==> src/rtl/adcc_defs.svh <==
// register indices, field positions and reset values of the converter computation block
`ifndef ADCC_DEFS_SVH
`define ADCC_DEFS_SVH
// Function
// [RULE1] 8-bit repeat counter advances once per conversion trigger before the threshold check.
// [RULE2] threshold check happens when the repeat counter reaches the repeat setting.
// [RULE3] counter and repeat setting only used in low-pass, burst average, average modes.
// [RULE4] accumulate/average/burst average: filter output is accumulator shifted right by select.
// [RULE5] low-pass mode: filter output presents the low-pass filter result.
// [RULE6] filter output is 16-bit read-only, high and low byte, undefined after reset; here reset clears it to zero.
// [RULE7] format bit set: right-justified, high byte holds only top two result bits.
// [RULE8] format bit clear: left-justified, low byte holds lowest two bits on top.
// [RULE9] source select set: previous result takes filter output at conversion start.
// [RULE10] source select clear: previous result takes justified result at conversion start.
// [RULE11] previous result is 16-bit, read-only, cleared by reset.
// [RULE12] accumulator undefined at power-up, untouched by other resets.
// [RULE13] accumulator readable and writable through its high and low bytes.
// [RULE14] 16-bit writable setpoint, reset zero, used by error calc when selected.
// [RULE15] 16-bit read-only setpoint error, reset zero, formula from error calc select.
// [RULE16] error compared with lower and upper thresholds, updating both status flags.
// [RULE17] threshold event raised only when threshold interrupt mode selects the outcome.
// [RULE18] 5-bit auto trigger select picks one of 32 hardware trigger sources.
// [RULE19] above-upper flag set when error exceeds upper threshold, else cleared.
// [RULE20] below-lower flag set when error is under lower threshold, else cleared.
// [RULE21] overflow flag set when accumulator or error calculation overflows.
// [RULE22] each 16-bit register is two byte locations, low byte first.

// -----------------------------------------------------------------------------
// register indices (byte address = 4 * index)
// -----------------------------------------------------------------------------
`define ADCC_IDX_TRIG  14'h0f51
`define ADCC_IDX_PREV  14'h0f5c
`define ADCC_IDX_RES   14'h0f5e
`define ADCC_IDX_RPT   14'h0f61
`define ADCC_IDX_CNT   14'h0f62
`define ADCC_IDX_STPT  14'h0f63
`define ADCC_IDX_LTH   14'h0f65
`define ADCC_IDX_UTH   14'h0f67
`define ADCC_IDX_ERR   14'h0f69
`define ADCC_IDX_ACC   14'h0f6b
`define ADCC_IDX_FLTR  14'h0f6d
`define ADCC_IDX_CTRL0 14'h0f70
`define ADCC_IDX_CTRL1 14'h0f71
`define ADCC_IDX_TMD   14'h0f72
`define ADCC_IDX_STAT  14'h0f73

// -----------------------------------------------------------------------------
// field positions
// -----------------------------------------------------------------------------
`define ADCC_CTRL0_FMT  7
`define ADCC_CTRL0_PSIS 6
`define ADCC_CTRL1_CALC 4
`define ADCC_STAT_OVF   7
`define ADCC_STAT_ABOVE 6
`define ADCC_STAT_BELOW 5
`define ADCC_STAT_MATH  4

// -----------------------------------------------------------------------------
// reset values
// -----------------------------------------------------------------------------
`define ADCC_RST8  8'h00
`define ADCC_RST16 16'h0000
`define ADCC_RST32 32'h0000_0000
`endif

==> src/rtl/adcc_pkg.sv <==
// types shared by the converter computation block
package adcc_pkg;
    typedef enum logic [2:0] {
        mode_basic,
        mode_accumulate,
        mode_average,
        mode_burst_average,
        mode_low_pass
    } adcc_mode_t;

    typedef enum logic [1:0] {
        calc_result_minus_prev,
        calc_result_minus_setpoint,
        calc_filter_minus_setpoint,
        calc_prev_minus_filter
    } adcc_calc_t;

    typedef enum logic [2:0] {
        tmd_never,
        tmd_below,
        tmd_above,
        tmd_inside,
        tmd_outside,
        tmd_always
    } adcc_tmd_t;
endpackage

==> src/rtl/adcc_calc_if.sv <==
// signals between the register block and its arithmetic unit
`timescale 1ns/100ps
interface adcc_calc_if;
    logic [2:0]  mode;
    logic [2:0]  shift;
    logic [1:0]  calc;
    logic        fmt;
    logic [9:0]  sample;
    logic [15:0] acc;
    logic [15:0] filter;
    logic [15:0] prev;
    logic [15:0] setpoint;
    logic [15:0] lower;
    logic [15:0] upper;
    logic [15:0] result;
    logic [15:0] next_acc;
    logic [15:0] next_filter;
    logic [15:0] err;
    logic        acc_ovf;
    logic        err_ovf;
    logic        above;
    logic        below;

    modport core (
        output mode, shift, calc, fmt, sample, acc, filter, prev, setpoint, lower, upper,
        input  result, next_acc, next_filter, err, acc_ovf, err_ovf, above, below
    );
    modport calc_unit (
        input  mode, shift, calc, fmt, sample, acc, filter, prev, setpoint, lower, upper,
        output result, next_acc, next_filter, err, acc_ovf, err_ovf, above, below
    );
endinterface

==> src/rtl/adcc_calc.sv <==
// arithmetic unit: justification, accumulate, filter, setpoint error, thresholds
`timescale 1ns/100ps
module adcc_calc (
    // link to the register block
    adcc_calc_if.calc_unit c
);
    logic [16:0] sum;
    logic [15:0] decay;
    logic [15:0] opa;
    logic [15:0] opb;
    logic [16:0] diff;

    always_comb begin
        // justification of a fresh sample
        if (c.fmt) begin
            c.result = {6'h00, c.sample}; // RULE7
        end else begin
            c.result = {c.sample, 6'h00}; // RULE8
        end
        decay = c.acc >> c.shift;
        sum   = 17'h0_0000;
        case (adcc_pkg::adcc_mode_t'(c.mode))
            adcc_pkg::mode_accumulate, adcc_pkg::mode_average,
            adcc_pkg::mode_burst_average: begin
                sum = {1'b0, c.acc} + {7'h00, c.sample};
                c.next_acc    = sum[15:0];
                c.acc_ovf     = sum[16];
                c.next_filter = sum[15:0] >> c.shift; // RULE4
            end
            adcc_pkg::mode_low_pass: begin
                // first-order filter: acc - acc/2^n + sample, output scaled back
                sum = {1'b0, c.acc} - {1'b0, decay} + {7'h00, c.sample};
                c.next_acc    = sum[15:0];
                c.acc_ovf     = sum[16];
                c.next_filter = sum[15:0] >> c.shift; // RULE5
            end
            default: begin
                c.next_acc    = c.acc;
                c.acc_ovf     = 1'b0;
                c.next_filter = c.filter;
            end
        endcase
        case (adcc_pkg::adcc_calc_t'(c.calc))
            adcc_pkg::calc_result_minus_prev: begin
                opa = c.result;
                opb = c.prev;
            end
            adcc_pkg::calc_result_minus_setpoint: begin
                opa = c.result;
                opb = c.setpoint; // RULE14
            end
            adcc_pkg::calc_filter_minus_setpoint: begin
                opa = c.next_filter;
                opb = c.setpoint;
            end
            default: begin
                opa = c.prev;
                opb = c.next_filter;
            end
        endcase
        diff      = {opa[15], opa} - {opb[15], opb}; // RULE15
        c.err     = diff[15:0];
        c.err_ovf = diff[16] ^ diff[15]; // RULE21
        c.above   = $signed(diff[15:0]) > $signed(c.upper); // RULE19
        c.below   = $signed(diff[15:0]) < $signed(c.lower); // RULE20
    end
endmodule

==> src/rtl/adcc_regs.sv <==
// converter computation and result registers behind an apb slave
`timescale 1ns/100ps
`include "adcc_defs.svh"
module adcc_regs (
    // clock and reset
    input  wire logic        pclk,
    input  wire logic        presetn,
    // apb slave
    input  wire logic [15:0] paddr,
    input  wire logic        psel,
    input  wire logic        penable,
    input  wire logic        pwrite,
    input  wire logic [31:0] pwdata,
    output logic      [31:0] prdata,
    output logic             pready,
    output logic             pslverr,
    // conversion core
    input  wire logic        conv_start,
    input  wire logic        conv_done,
    input  wire logic [9:0]  conv_sample,
    // trigger sources and selected trigger
    input  wire logic [31:0] trig_src,
    output logic             auto_trigger,
    // threshold event
    output logic             threshold_event
);
    // -------------------------------------------------------------------------
    // state
    // -------------------------------------------------------------------------
    typedef struct packed {
        logic [4:0]  trig_sel;
        logic [7:0]  rpt;
        logic [7:0]  cnt;
        logic [15:0] prev;
        logic [15:0] result;
        logic [15:0] setpoint;
        logic [15:0] lower;
        logic [15:0] upper;
        logic [15:0] err;
        logic [15:0] filter;
        logic [2:0]  mode;
        logic        fmt;
        logic        psis;
        logic [2:0]  shift;
        logic [1:0]  calc;
        logic [2:0]  tmd;
        logic        ovf;
        logic        above;
        logic        below;
        logic        math;
        logic        trig_q;
        logic        trig_out;
        logic        event_out;
        logic        ready;
        logic        err_resp;
        logic [31:0] rdata;
    } adcc_state_t;

    adcc_state_t s;
    adcc_state_t next_s;
    logic [15:0] acc;
    logic [15:0] next_acc;

    adcc_calc_if cif ();

    adcc_calc u_calc (
        .c (cif.calc_unit)
    );

    // -------------------------------------------------------------------------
    // helpers
    // -------------------------------------------------------------------------
    function automatic logic in16(input logic [13:0] idx, input logic [13:0] base);
        in16 = (idx == base) || (idx == base + 14'h0001); // RULE22
    endfunction

    function automatic logic [7:0] rd16(input logic [15:0] v, input logic [13:0] idx,
                                        input logic [13:0] base);
        rd16 = (idx == base) ? v[7:0] : v[15:8];
    endfunction

    function automatic logic [15:0] wr16(input logic [15:0] v, input logic [13:0] idx,
                                         input logic [13:0] base, input logic [7:0] b);
        wr16 = (idx == base) ? {v[15:8], b} : {b, v[7:0]};
    endfunction

    function automatic logic mapped(input logic [13:0] idx);
        mapped = (idx == `ADCC_IDX_TRIG) || (idx == `ADCC_IDX_RPT)
              || (idx == `ADCC_IDX_CNT)  || (idx == `ADCC_IDX_CTRL0)
              || (idx == `ADCC_IDX_CTRL1) || (idx == `ADCC_IDX_TMD)
              || (idx == `ADCC_IDX_STAT) || in16(idx, `ADCC_IDX_PREV)
              || in16(idx, `ADCC_IDX_RES) || in16(idx, `ADCC_IDX_STPT)
              || in16(idx, `ADCC_IDX_LTH) || in16(idx, `ADCC_IDX_UTH)
              || in16(idx, `ADCC_IDX_ERR) || in16(idx, `ADCC_IDX_ACC)
              || in16(idx, `ADCC_IDX_FLTR);
    endfunction

    // -------------------------------------------------------------------------
    // arithmetic unit hookup
    // -------------------------------------------------------------------------
    assign cif.mode     = s.mode;
    assign cif.shift    = s.shift;
    assign cif.calc     = s.calc;
    assign cif.fmt      = s.fmt;
    assign cif.sample   = conv_sample;
    assign cif.acc      = acc;
    assign cif.filter   = s.filter;
    assign cif.prev     = s.prev;
    assign cif.setpoint = s.setpoint;
    assign cif.lower    = s.lower;
    assign cif.upper    = s.upper;

    // -------------------------------------------------------------------------
    // next state
    // -------------------------------------------------------------------------
    logic [13:0] idx;
    logic        setup;
    logic        wr_take;
    logic [7:0]  wb;
    logic [7:0]  rb;
    logic        cnt_mode;
    logic        acc_mode;
    logic        check;
    logic        hit;
    logic [7:0]  cnt_inc;
    logic        sel_trig;

    always_comb begin
        next_s   = s;
        next_acc = acc;
        idx      = paddr[15:2];
        setup    = psel && !penable;
        wr_take  = psel && penable && s.ready && pwrite;
        wb       = pwdata[7:0];
        rb       = `ADCC_RST8;
        check    = 1'b0;
        hit      = 1'b0;
        cnt_inc  = s.cnt + 8'h01;
        cnt_mode = (s.mode == adcc_pkg::mode_average)
                || (s.mode == adcc_pkg::mode_burst_average)
                || (s.mode == adcc_pkg::mode_low_pass); // RULE3
        acc_mode = cnt_mode || (s.mode == adcc_pkg::mode_accumulate);

        // read data is captured in the setup cycle so prdata leaves a flop
        if (idx == `ADCC_IDX_TRIG) begin
            rb = {3'h0, s.trig_sel};
        end else if (idx == `ADCC_IDX_RPT) begin
            rb = s.rpt;
        end else if (idx == `ADCC_IDX_CNT) begin
            rb = s.cnt;
        end else if (idx == `ADCC_IDX_CTRL0) begin
            rb = {s.fmt, s.psis, 3'h0, s.mode};
        end else if (idx == `ADCC_IDX_CTRL1) begin
            rb = {2'h0, s.calc, 1'b0, s.shift};
        end else if (idx == `ADCC_IDX_TMD) begin
            rb = {5'h00, s.tmd};
        end else if (idx == `ADCC_IDX_STAT) begin
            rb = {s.ovf, s.above, s.below, s.math, 4'h0};
        end else if (in16(idx, `ADCC_IDX_PREV)) begin
            rb = rd16(s.prev, idx, `ADCC_IDX_PREV);
        end else if (in16(idx, `ADCC_IDX_RES)) begin
            rb = rd16(s.result, idx, `ADCC_IDX_RES);
        end else if (in16(idx, `ADCC_IDX_STPT)) begin
            rb = rd16(s.setpoint, idx, `ADCC_IDX_STPT);
        end else if (in16(idx, `ADCC_IDX_LTH)) begin
            rb = rd16(s.lower, idx, `ADCC_IDX_LTH);
        end else if (in16(idx, `ADCC_IDX_UTH)) begin
            rb = rd16(s.upper, idx, `ADCC_IDX_UTH);
        end else if (in16(idx, `ADCC_IDX_ERR)) begin
            rb = rd16(s.err, idx, `ADCC_IDX_ERR);
        end else if (in16(idx, `ADCC_IDX_ACC)) begin
            rb = rd16(acc, idx, `ADCC_IDX_ACC); // RULE13
        end else if (in16(idx, `ADCC_IDX_FLTR)) begin
            rb = rd16(s.filter, idx, `ADCC_IDX_FLTR); // RULE6
        end

        next_s.ready    = setup;
        next_s.err_resp = setup && !mapped(idx);
        next_s.rdata    = (setup && !pwrite) ? {24'h00_0000, rb} : `ADCC_RST32;

        // software writes; read-only locations ignore them
        if (wr_take) begin
            if (idx == `ADCC_IDX_TRIG) begin
                next_s.trig_sel = wb[4:0]; // RULE18
            end else if (idx == `ADCC_IDX_RPT) begin
                next_s.rpt = wb;
            end else if (idx == `ADCC_IDX_CNT) begin
                next_s.cnt = wb;
            end else if (idx == `ADCC_IDX_CTRL0) begin
                next_s.fmt  = wb[`ADCC_CTRL0_FMT];
                next_s.psis = wb[`ADCC_CTRL0_PSIS];
                next_s.mode = wb[2:0];
            end else if (idx == `ADCC_IDX_CTRL1) begin
                next_s.calc  = wb[`ADCC_CTRL1_CALC +: 2];
                next_s.shift = wb[2:0];
            end else if (idx == `ADCC_IDX_TMD) begin
                next_s.tmd = wb[2:0];
            end else if (idx == `ADCC_IDX_STAT) begin
                // write one to clear; a hardware set below still wins
                if (wb[`ADCC_STAT_OVF]) begin
                    next_s.ovf = 1'b0;
                end
                if (wb[`ADCC_STAT_MATH]) begin
                    next_s.math = 1'b0;
                end
            end else if (in16(idx, `ADCC_IDX_RES)) begin
                next_s.result = wr16(s.result, idx, `ADCC_IDX_RES, wb);
            end else if (in16(idx, `ADCC_IDX_STPT)) begin
                next_s.setpoint = wr16(s.setpoint, idx, `ADCC_IDX_STPT, wb); // RULE14
            end else if (in16(idx, `ADCC_IDX_LTH)) begin
                next_s.lower = wr16(s.lower, idx, `ADCC_IDX_LTH, wb);
            end else if (in16(idx, `ADCC_IDX_UTH)) begin
                next_s.upper = wr16(s.upper, idx, `ADCC_IDX_UTH, wb);
            end else if (in16(idx, `ADCC_IDX_ACC)) begin
                next_acc = wr16(acc, idx, `ADCC_IDX_ACC, wb); // RULE13
            end
        end

        // previous result snapshot at the start of a conversion
        if (conv_start) begin
            if (s.psis) begin
                next_s.prev = s.filter; // RULE9
            end else begin
                next_s.prev = s.result; // RULE10
            end
        end

        // a finished conversion updates result, accumulator and counter
        if (conv_done) begin
            next_s.result = cif.result;
            if (cnt_mode) begin
                next_s.cnt = cnt_inc; // RULE1
                if (cnt_inc == s.rpt) begin
                    check      = 1'b1; // RULE2
                    next_s.cnt = `ADCC_RST8;
                end
            end else begin
                check = 1'b1;
            end
            if (acc_mode) begin
                next_acc      = cif.next_acc;
                next_s.filter = cif.next_filter; // RULE4
                next_s.math   = 1'b1;
                if (cif.acc_ovf) begin
                    next_s.ovf = 1'b1; // RULE21
                end
            end
            // averages restart after each check; the low-pass keeps its history
            if (check && (s.mode == adcc_pkg::mode_average
                          || s.mode == adcc_pkg::mode_burst_average)) begin
                next_acc = `ADCC_RST16;
            end
        end

        // threshold evaluation
        if (check) begin
            next_s.err   = cif.err; // RULE15
            next_s.above = cif.above; // RULE16 RULE19
            next_s.below = cif.below; // RULE16 RULE20
            if (cif.err_ovf) begin
                next_s.ovf = 1'b1; // RULE21
            end
            case (adcc_pkg::adcc_tmd_t'(s.tmd))
                adcc_pkg::tmd_below:   hit = cif.below;
                adcc_pkg::tmd_above:   hit = cif.above;
                adcc_pkg::tmd_inside:  hit = !cif.below && !cif.above;
                adcc_pkg::tmd_outside: hit = cif.below || cif.above;
                adcc_pkg::tmd_always:  hit = 1'b1;
                default:               hit = 1'b0;
            endcase
        end
        next_s.event_out = hit; // RULE17

        // selected trigger source, rising edge passed on as one pulse
        sel_trig        = trig_src[s.trig_sel]; // RULE18
        next_s.trig_q   = sel_trig;
        next_s.trig_out = sel_trig && !s.trig_q;
    end

    // -------------------------------------------------------------------------
    // registers
    // -------------------------------------------------------------------------
    always_ff @(posedge pclk or negedge presetn) begin
        if (!presetn) begin
            s <= '0; // RULE11
        end else begin
            s <= next_s;
        end
    end

    // no reset: power-up contents are unknown and system resets keep them
    always_ff @(posedge pclk) begin
        acc <= next_acc; // RULE12
    end

    // -------------------------------------------------------------------------
    // outputs
    // -------------------------------------------------------------------------
    assign prdata          = s.rdata;
    assign pready          = s.ready;
    assign pslverr         = s.err_resp;
    assign auto_trigger    = s.trig_out;
    assign threshold_event = s.event_out;
endmodule

==> config.mk <==
export PLATFORM = sky130hd
export DESIGN_NAME = adcc_regs
export DESIGN_NICKNAME = d
export VERILOG_FILES = /design/src/rtl/adcc_pkg.sv /design/src/rtl/adcc_calc_if.sv /design/src/rtl/adcc_calc.sv /design/src/rtl/adcc_regs.sv
export VERILOG_INCLUDE_DIRS = /design/src /design/src/rtl
export SDC_FILE = /design/constraint.sdc
export NUM_CORES = 1
export LEC_CHECK = 0
export BUFFER_PORTS_ARGS = -buffer_cell sky130_fd_sc_hd__buf_2
export CELL_PAD_IN_SITES_DETAIL_PLACEMENT = 0
export CELL_PAD_IN_SITES_GLOBAL_PLACEMENT = 2
export CORE_ASPECT_RATIO = 0.8
export CORE_MARGIN = 1
export CORE_UTILIZATION = 41
export CTS_CLUSTER_DIAMETER = 150
export CTS_CLUSTER_SIZE = 28
export DETAILED_ROUTE_END_ITERATION = 6
export GPL_TIMING_DRIVEN = 0
export PLACE_DENSITY = 0.84
export SYNTH_ARGS = -nofsm -noshare
export SYNTH_HDL_FRONTEND = slang
export SYNTH_SLANG_ARGS = --single-unit
==> constraint.sdc <==
create_clock -name pclk -period 12.75 [get_ports pclk]
set_clock_uncertainty 0.1 [all_clocks]
set_input_delay 3.1875 -clock pclk [delete_from_list [all_inputs] [get_ports pclk]]
set_output_delay 3.1875 -clock pclk [all_outputs]
set_load 0.1 [all_outputs]
-- Yosys cells after proc, flatten, opt, wreduce, memory -nomap -nowiden
Index checks and enable logic that the tools add are counted.
W data, S select, Z words.
- flip-flop bits (word level): 179
- logic and storage cells: 270
- $add $sub $neg: 5
- magnitude comparators: 3
- equal/unequal tests: 44
- shift operators: 3
- muxes and demuxes: 108
- bitwise operators: 14
- reduce and logical (&&, ||, !) cells: 62
- operators with widths (kind ; number):
    $mux W64 ; 8
    $mux W16 ; 29
    $eq A14 B12 Y1 const B ; 23
    $mux W8 ; 31
    $pmux W16 S2 ; 4
    $mux W48 ; 1
    $shr A16 B3 Y16 ; 3
    $sub A16 B16 Y17 ; 2
    $mux W32 ; 1
    $mux W1 ; 30
    $logic_or A1 B1 Y1 ; 26
    $reduce_and A13 Y1 ; 2
    $reduce_and A12 Y1 ; 2
    $reduce_and A11 Y1 ; 2
    $reduce_and A10 Y1 ; 2
    $add A16 B10 Y17 ; 1
    $add A17 B10 Y17 ; 1
    $gt A16 B16 Y1 ; 1
    $lt A16 B16 Y1 ; 1
    $ne A2 B2 Y1 const B ; 8
    $not A1 Y1 ; 13
    $eq A3 B2 Y1 const B ; 4
    $eq A3 B3 Y1 const B ; 3
    $logic_and A1 B1 Y1 ; 9
    other kinds (22) ; 32

-- Logic depth before layout (Yosys ltp)
- word-level depth: 18
- depth in mapped cells: 42

-- Cells and area by module
A second synthesis with hierarchy kept.
- cells, all modules: 1940
- area total of the unflattened synthesis: 16848.7 um^2
- by module, submodules not included (module ; instances ; cells an instance ; area each (um^2)):
    adcc_regs ; 1 ; 1017 ; 10376.2
    adcc_calc ; 1 ; 923 ; 6472.5

-- Least setup slack after synthesis
No wires, ideal clock.
- kind: input to register
- start: input port conv_sample[2]
- end: register s, in the netlist threshold_event
- data arrival time: 9.774 ns
- data required time: 12.502 ns
- setup slack: 2.728 ns
- stages on the path: 34
- buffers on the path: 0
- path through: inv_1 fa_1 inv_1 ha_1 o21ai_0 o21ba_2 a2111oi_0 a211oi_1 a22o_1 mux2_2 mux2i_1 a21oi_1 a21oi_1 ha_1 inv_1 fa_1 a21o_1 a211oi_1 nor2_1 o41ai_1 o21ai_0 o41ai_1 o21ba_2 xnor2_1 ha_1 nand4_1 or2_2 nor2_1 o211ai_1 a21o_1 o211ai_1 a211oi_1 a31oi_1 o311ai_0
- word-level cells in the longest chain between the ends: 10
- elaborated cells on any way between the ends: 17
- those cells by class: 3 x add/sub; 2 x order compare; 2 x shift; 6 x mux; 4 x reduce/logical
- RTL lines (item ; RTL line ; text):
    start, declared ; adcc_regs.sv:20 ; input wire logic [9:0] conv_sample,
    $add A17 B10 Y17 or $add A16 B10 Y17 (tied branches) ; adcc_calc.sv:32, adcc_calc.sv:25 ;
    $shr A16 B3 Y16 (on tied branches) ; adcc_calc.sv:35, adcc_calc.sv:28 ;
    $pmux W16 S2 ; adcc_calc.sv:22 ; case (adcc_pkg::adcc_mode_t'(c.mode))
    $pmux W16 S2 ; adcc_calc.sv:43 ; case (adcc_pkg::adcc_calc_t'(c.calc))
    $sub A16 B16 Y17 (*) ; adcc_calc.sv:61 ; diff = {opa[15], opa} - {opb[15], opb};
    named net cif.err[14] ; adcc_calc_if.sv:18 ; logic [15:0] err;
    $lt A16 B16 Y1 or $gt A16 B16 Y1 (tied branches) ; adcc_calc.sv:65, adcc_calc.sv:64 ;
    $logic_not A1 Y1 ; adcc_regs.sv:266 ; adcc_pkg::tmd_inside: hit = !cif.below && !cif.above;
    $logic_and A1 B1 Y1 ; adcc_regs.sv:266 ;
    $pmux W1 S5 (*) ; adcc_regs.sv:263 ; case (adcc_pkg::adcc_tmd_t'(s.tmd))
    $mux W1 (*) ; adcc_regs.sv:256 ; if (check) begin
    named net hit ; adcc_regs.sv:124 ; logic hit;
    end signal, assigned ; adcc_regs.sv:287 ; s <= next_s;
    end, declared ; adcc_regs.sv:59 ; adcc_state_t s;
Mark *: on every way through the listed nets, which the timed path passes. The rest lies on a longest branch.
A chain may end at the register's enable or synchronous reset.

-- Worst setup path after layout
- start: input port conv_sample[4]
- end: register s, in the netlist threshold_event
Same word-level chain as after synthesis.

==> impl_metrics.tcl <==
set metrics [dict create \
    maxSlewHeadroom_pct 4.57 \
    drt-vias-per-instance 6.43 \
    netlist_area_um2 15800 \
    violations "DRC" \
    reg2reg_depth 40 \
    critPathTopFamily "compound AO/OA/AOI/OAI gates" \
    hpwl_mm 54.7 \
    pin_count 133 \
    placed_area_um2 17000 \
    avgSynthCellArea_um2 8.70 \
    setup.worst_path.class "input pin to register" \
    routedWlPerCell_um 28.4 \
    max_stage_delay_ps 640 \
    synth_ff_type "dfrtp_1" \
    min_period_ps 12210 \
    yosysWarnings 0 \
    place_congestion 1.05 \
    max_freq_mhz 81.9 \
    gr-total-overflow 0 \
    htreeDepth 4 \
    cts.path.max_buffers 2 \
    final_common_cell "nand2_1" \
    antenna_found_initial 3 \
    synth_edf_count 16 \
    cp.required_ps 12920 \
    synthDistinctLibCells 94 \
    cp.depth 35 \
    drc 5 \
    r2r-end "threshold_event" \
    cts_tree "built" \
    track_usage_pct 35.4 \
    drt_iter0_markers 2350 \
    syn_to_final_growth_pct 11.5 \
    clk_latency_ps 460 \
    grt_max_degree 111 \
    rrSetupSlack_ps 970 \
    final_area_um2 17600 \
    die_w_um 221 \
    cts_setup_buffers 0 \
    ctsHoldBuffers 0 \
    cts.sinks 179 \
    drive_gt1_share_pct 15.3 \
    grt_pass1_vias 14100 \
    setup_viol 0 \
    maxSlewViolCount 0 \
    grt_pass1_wl_mm 100 \
    min_path_cells 1 \
    nFillCells 3746 \
    die_area_um2 39300 \
    powerDensity_nw_per_um2 98.5 \
    path_clk_slew_ps 60 \
    end_kind "register" \
    r2r_start "cif.shift[1]" \
    tightest_slew_ps 1420 \
    synth-seq-cells 179 \
    crit_fanout 7 \
    min_to "auto_trigger" \
    post_cts_resize_count 0 \
    synthArstFlopShare_pct 91.1 \
    p_leak_nw 7.85 \
    firstDrtPassIters 7 \
    hp-start "s[36]" \
    cp.buffers_inverters 4 \
    final_cell_mix "nand2_1 (174), dfrtp_1 (163), o21ai_0 (127), nor2_1 (126), inv_1 (113)" \
    rsz0062_at_grt "false" \
    syn_inst 1813 \
    io_buffers 81 \
    ir_worst_vdd_v 0.000101 \
    hold_viol 0 \
    vias 15800 \
    fin_crit_sh_pct 95.8 \
    min_path_type "register to register" \
    status "finished, violations left" \
    die_y_um 177 \
    cap_violations 0 \
    routed_wl_mm 69.6 \
    synth-seq-area-share_pct 28.9 \
    drtAntennaViolNets 0 \
    cts_buffers 17 \
    cp.arrival_ps 12380 \
    cp-start-kind "input pin" \
    cts-root-buf "clkbuf_16" \
    fin_setup_tns_ps 0 \
    fp-row-count 63 \
    core_area_um2 37400 \
    initial_core_util_pct 42.1 \
    cpMaxStageDelayCell "o41ai_1" \
    fin_nets 2146 \
]
-- synthesized netlist by cell type (12+ instances only) --
cell type	number	area share (%)
fa_1	12	1.5
o211ai_1	14	0.67
nor2_1	126	3.0
edfxtp_1	16	3.0
nor3_1	41	1.3
a211oi_1	36	1.7
or3_1	16	0.63
ha_1	85	6.7
inv_1	113	2.7
o21a_1	17	0.81
xor2_1	14	0.78
mux4_2	26	3.7
clkbuf_1	80	1.9
o21ai_1	13	0.41
nand2_1	174	4.1
o21ai_0	127	4.0
dfrtp_1	163	26
nand2b_1	25	0.99
a22oi_1	13	0.62
a221oi_1	16	0.89
a221o_1	17	1.1
a31oi_1	16	0.63
o31ai_1	12	0.57
and3_1	15	0.59
a21oi_1	108	3.4
nand3_1	37	1.2
buf_1	16	0.38
mux2i_1	67	4.3
a21o_1	26	1.2
buf_4	33	1.6
nor2b_1	15	0.59
and2_1	12	0.48
o22ai_1	26	1.0
a32oi_1	14	0.78
xnor2_1	23	1.3
mux2_2	84	6.0
-- through the flow --
step	total power, mW	setup WS, ps	hold WS (ps)	instances	util, %
after global routing	1.80	65.5	307	2452	47.0
after CTS	1.72	691	300	2452	47.0
final	1.73	541	299	2453	47.0
after global placement	1.14	320	282	2419	45.2
after detailed placement	1.15	243	291	2420	45.3
after floorplan	0.973	2730	278	1851	-
-- registers in the layout (all words and copies together), names as in the netlist --
| register | count |
|---|---|
| acc | 16 |
| auto_trigger | 1 |
| cif.calc | 2 |
| cif.filter | 16 |
| cif.fmt | 1 |
| cif.lower | 16 |
| cif.mode | 3 |
| cif.prev | 16 |
| cif.setpoint | 16 |
| cif.shift | 3 |
| cif.upper | 16 |
| prdata | 8 |
| pready | 1 |
| pslverr | 1 |
| s | 62 |
| threshold_event | 1 |
-- routing by layer --
layer / up-vias / track usage, % / share of wire (%) / wire length (um)
li1: 6915 / - / - / -
met1: 7825 / 54.9 / 47 / 32800
met2: 955 / 46.3 / 38 / 26300
met3: 83 / 10.6 / 13 / 8950
met4: 0 / 8.97 / 2.1 / 1460
met5: - / 0 / 0 / 0
-- final cells by class --
| cell class | count | area, um2 | area share [%] |
|---|---|---|---|
| clock buffer | 20 | 468 | 2.66 |
| multi-input combinational | 1412 | 10100 | 57.7 |
| antenna | 1 | 2.50 | 0.0142 |
| inverter | 116 | 435 | 2.48 |
| clock inverter | 12 | 146 | 0.832 |
| timing repair buffer | 82 | 443 | 2.52 |
| tap | 487 | 609 | 3.46 |
| sequential | 179 | 4560 | 25.9 |
| buffer | 144 | 774 | 4.40 |
-- how the worst max path moves through the flow --
stage                            to            from  slack, ps
global route        threshold_event  conv_sample[4]         70
detailed placement  threshold_event  conv_sample[4]        240
CTS                 threshold_event  conv_sample[4]        690
global placement    threshold_event  conv_sample[4]        320
finish              threshold_event  conv_sample[4]        540
floorplan           threshold_event  conv_sample[2]       2730
-- power breakdown --
group / total (mW) / switching [mW] / internal, mW
Sequential: 0.640 / 0.0372 / 0.602
Combinational: 0.518 / 0.337 / 0.181
Clock: 0.575 / 0.265 / 0.310
-- kinds of logic after synthesis --
logic type               after synthesis  share of synthesized area [%]
AND/OR/NAND/NOR                      526                           16.1
flip-flops                           179                           28.9
multiplexers                         180                           14.4
AO/OA/AOI/OAI                        532                           22.6
XOR/XNOR                              37                           2.05
adder cells (fa/ha/maj)               97                           8.26
other                                  2                         0.0476
buffers and inverters                260                           7.67
Power figures use the tool's default switching activity.
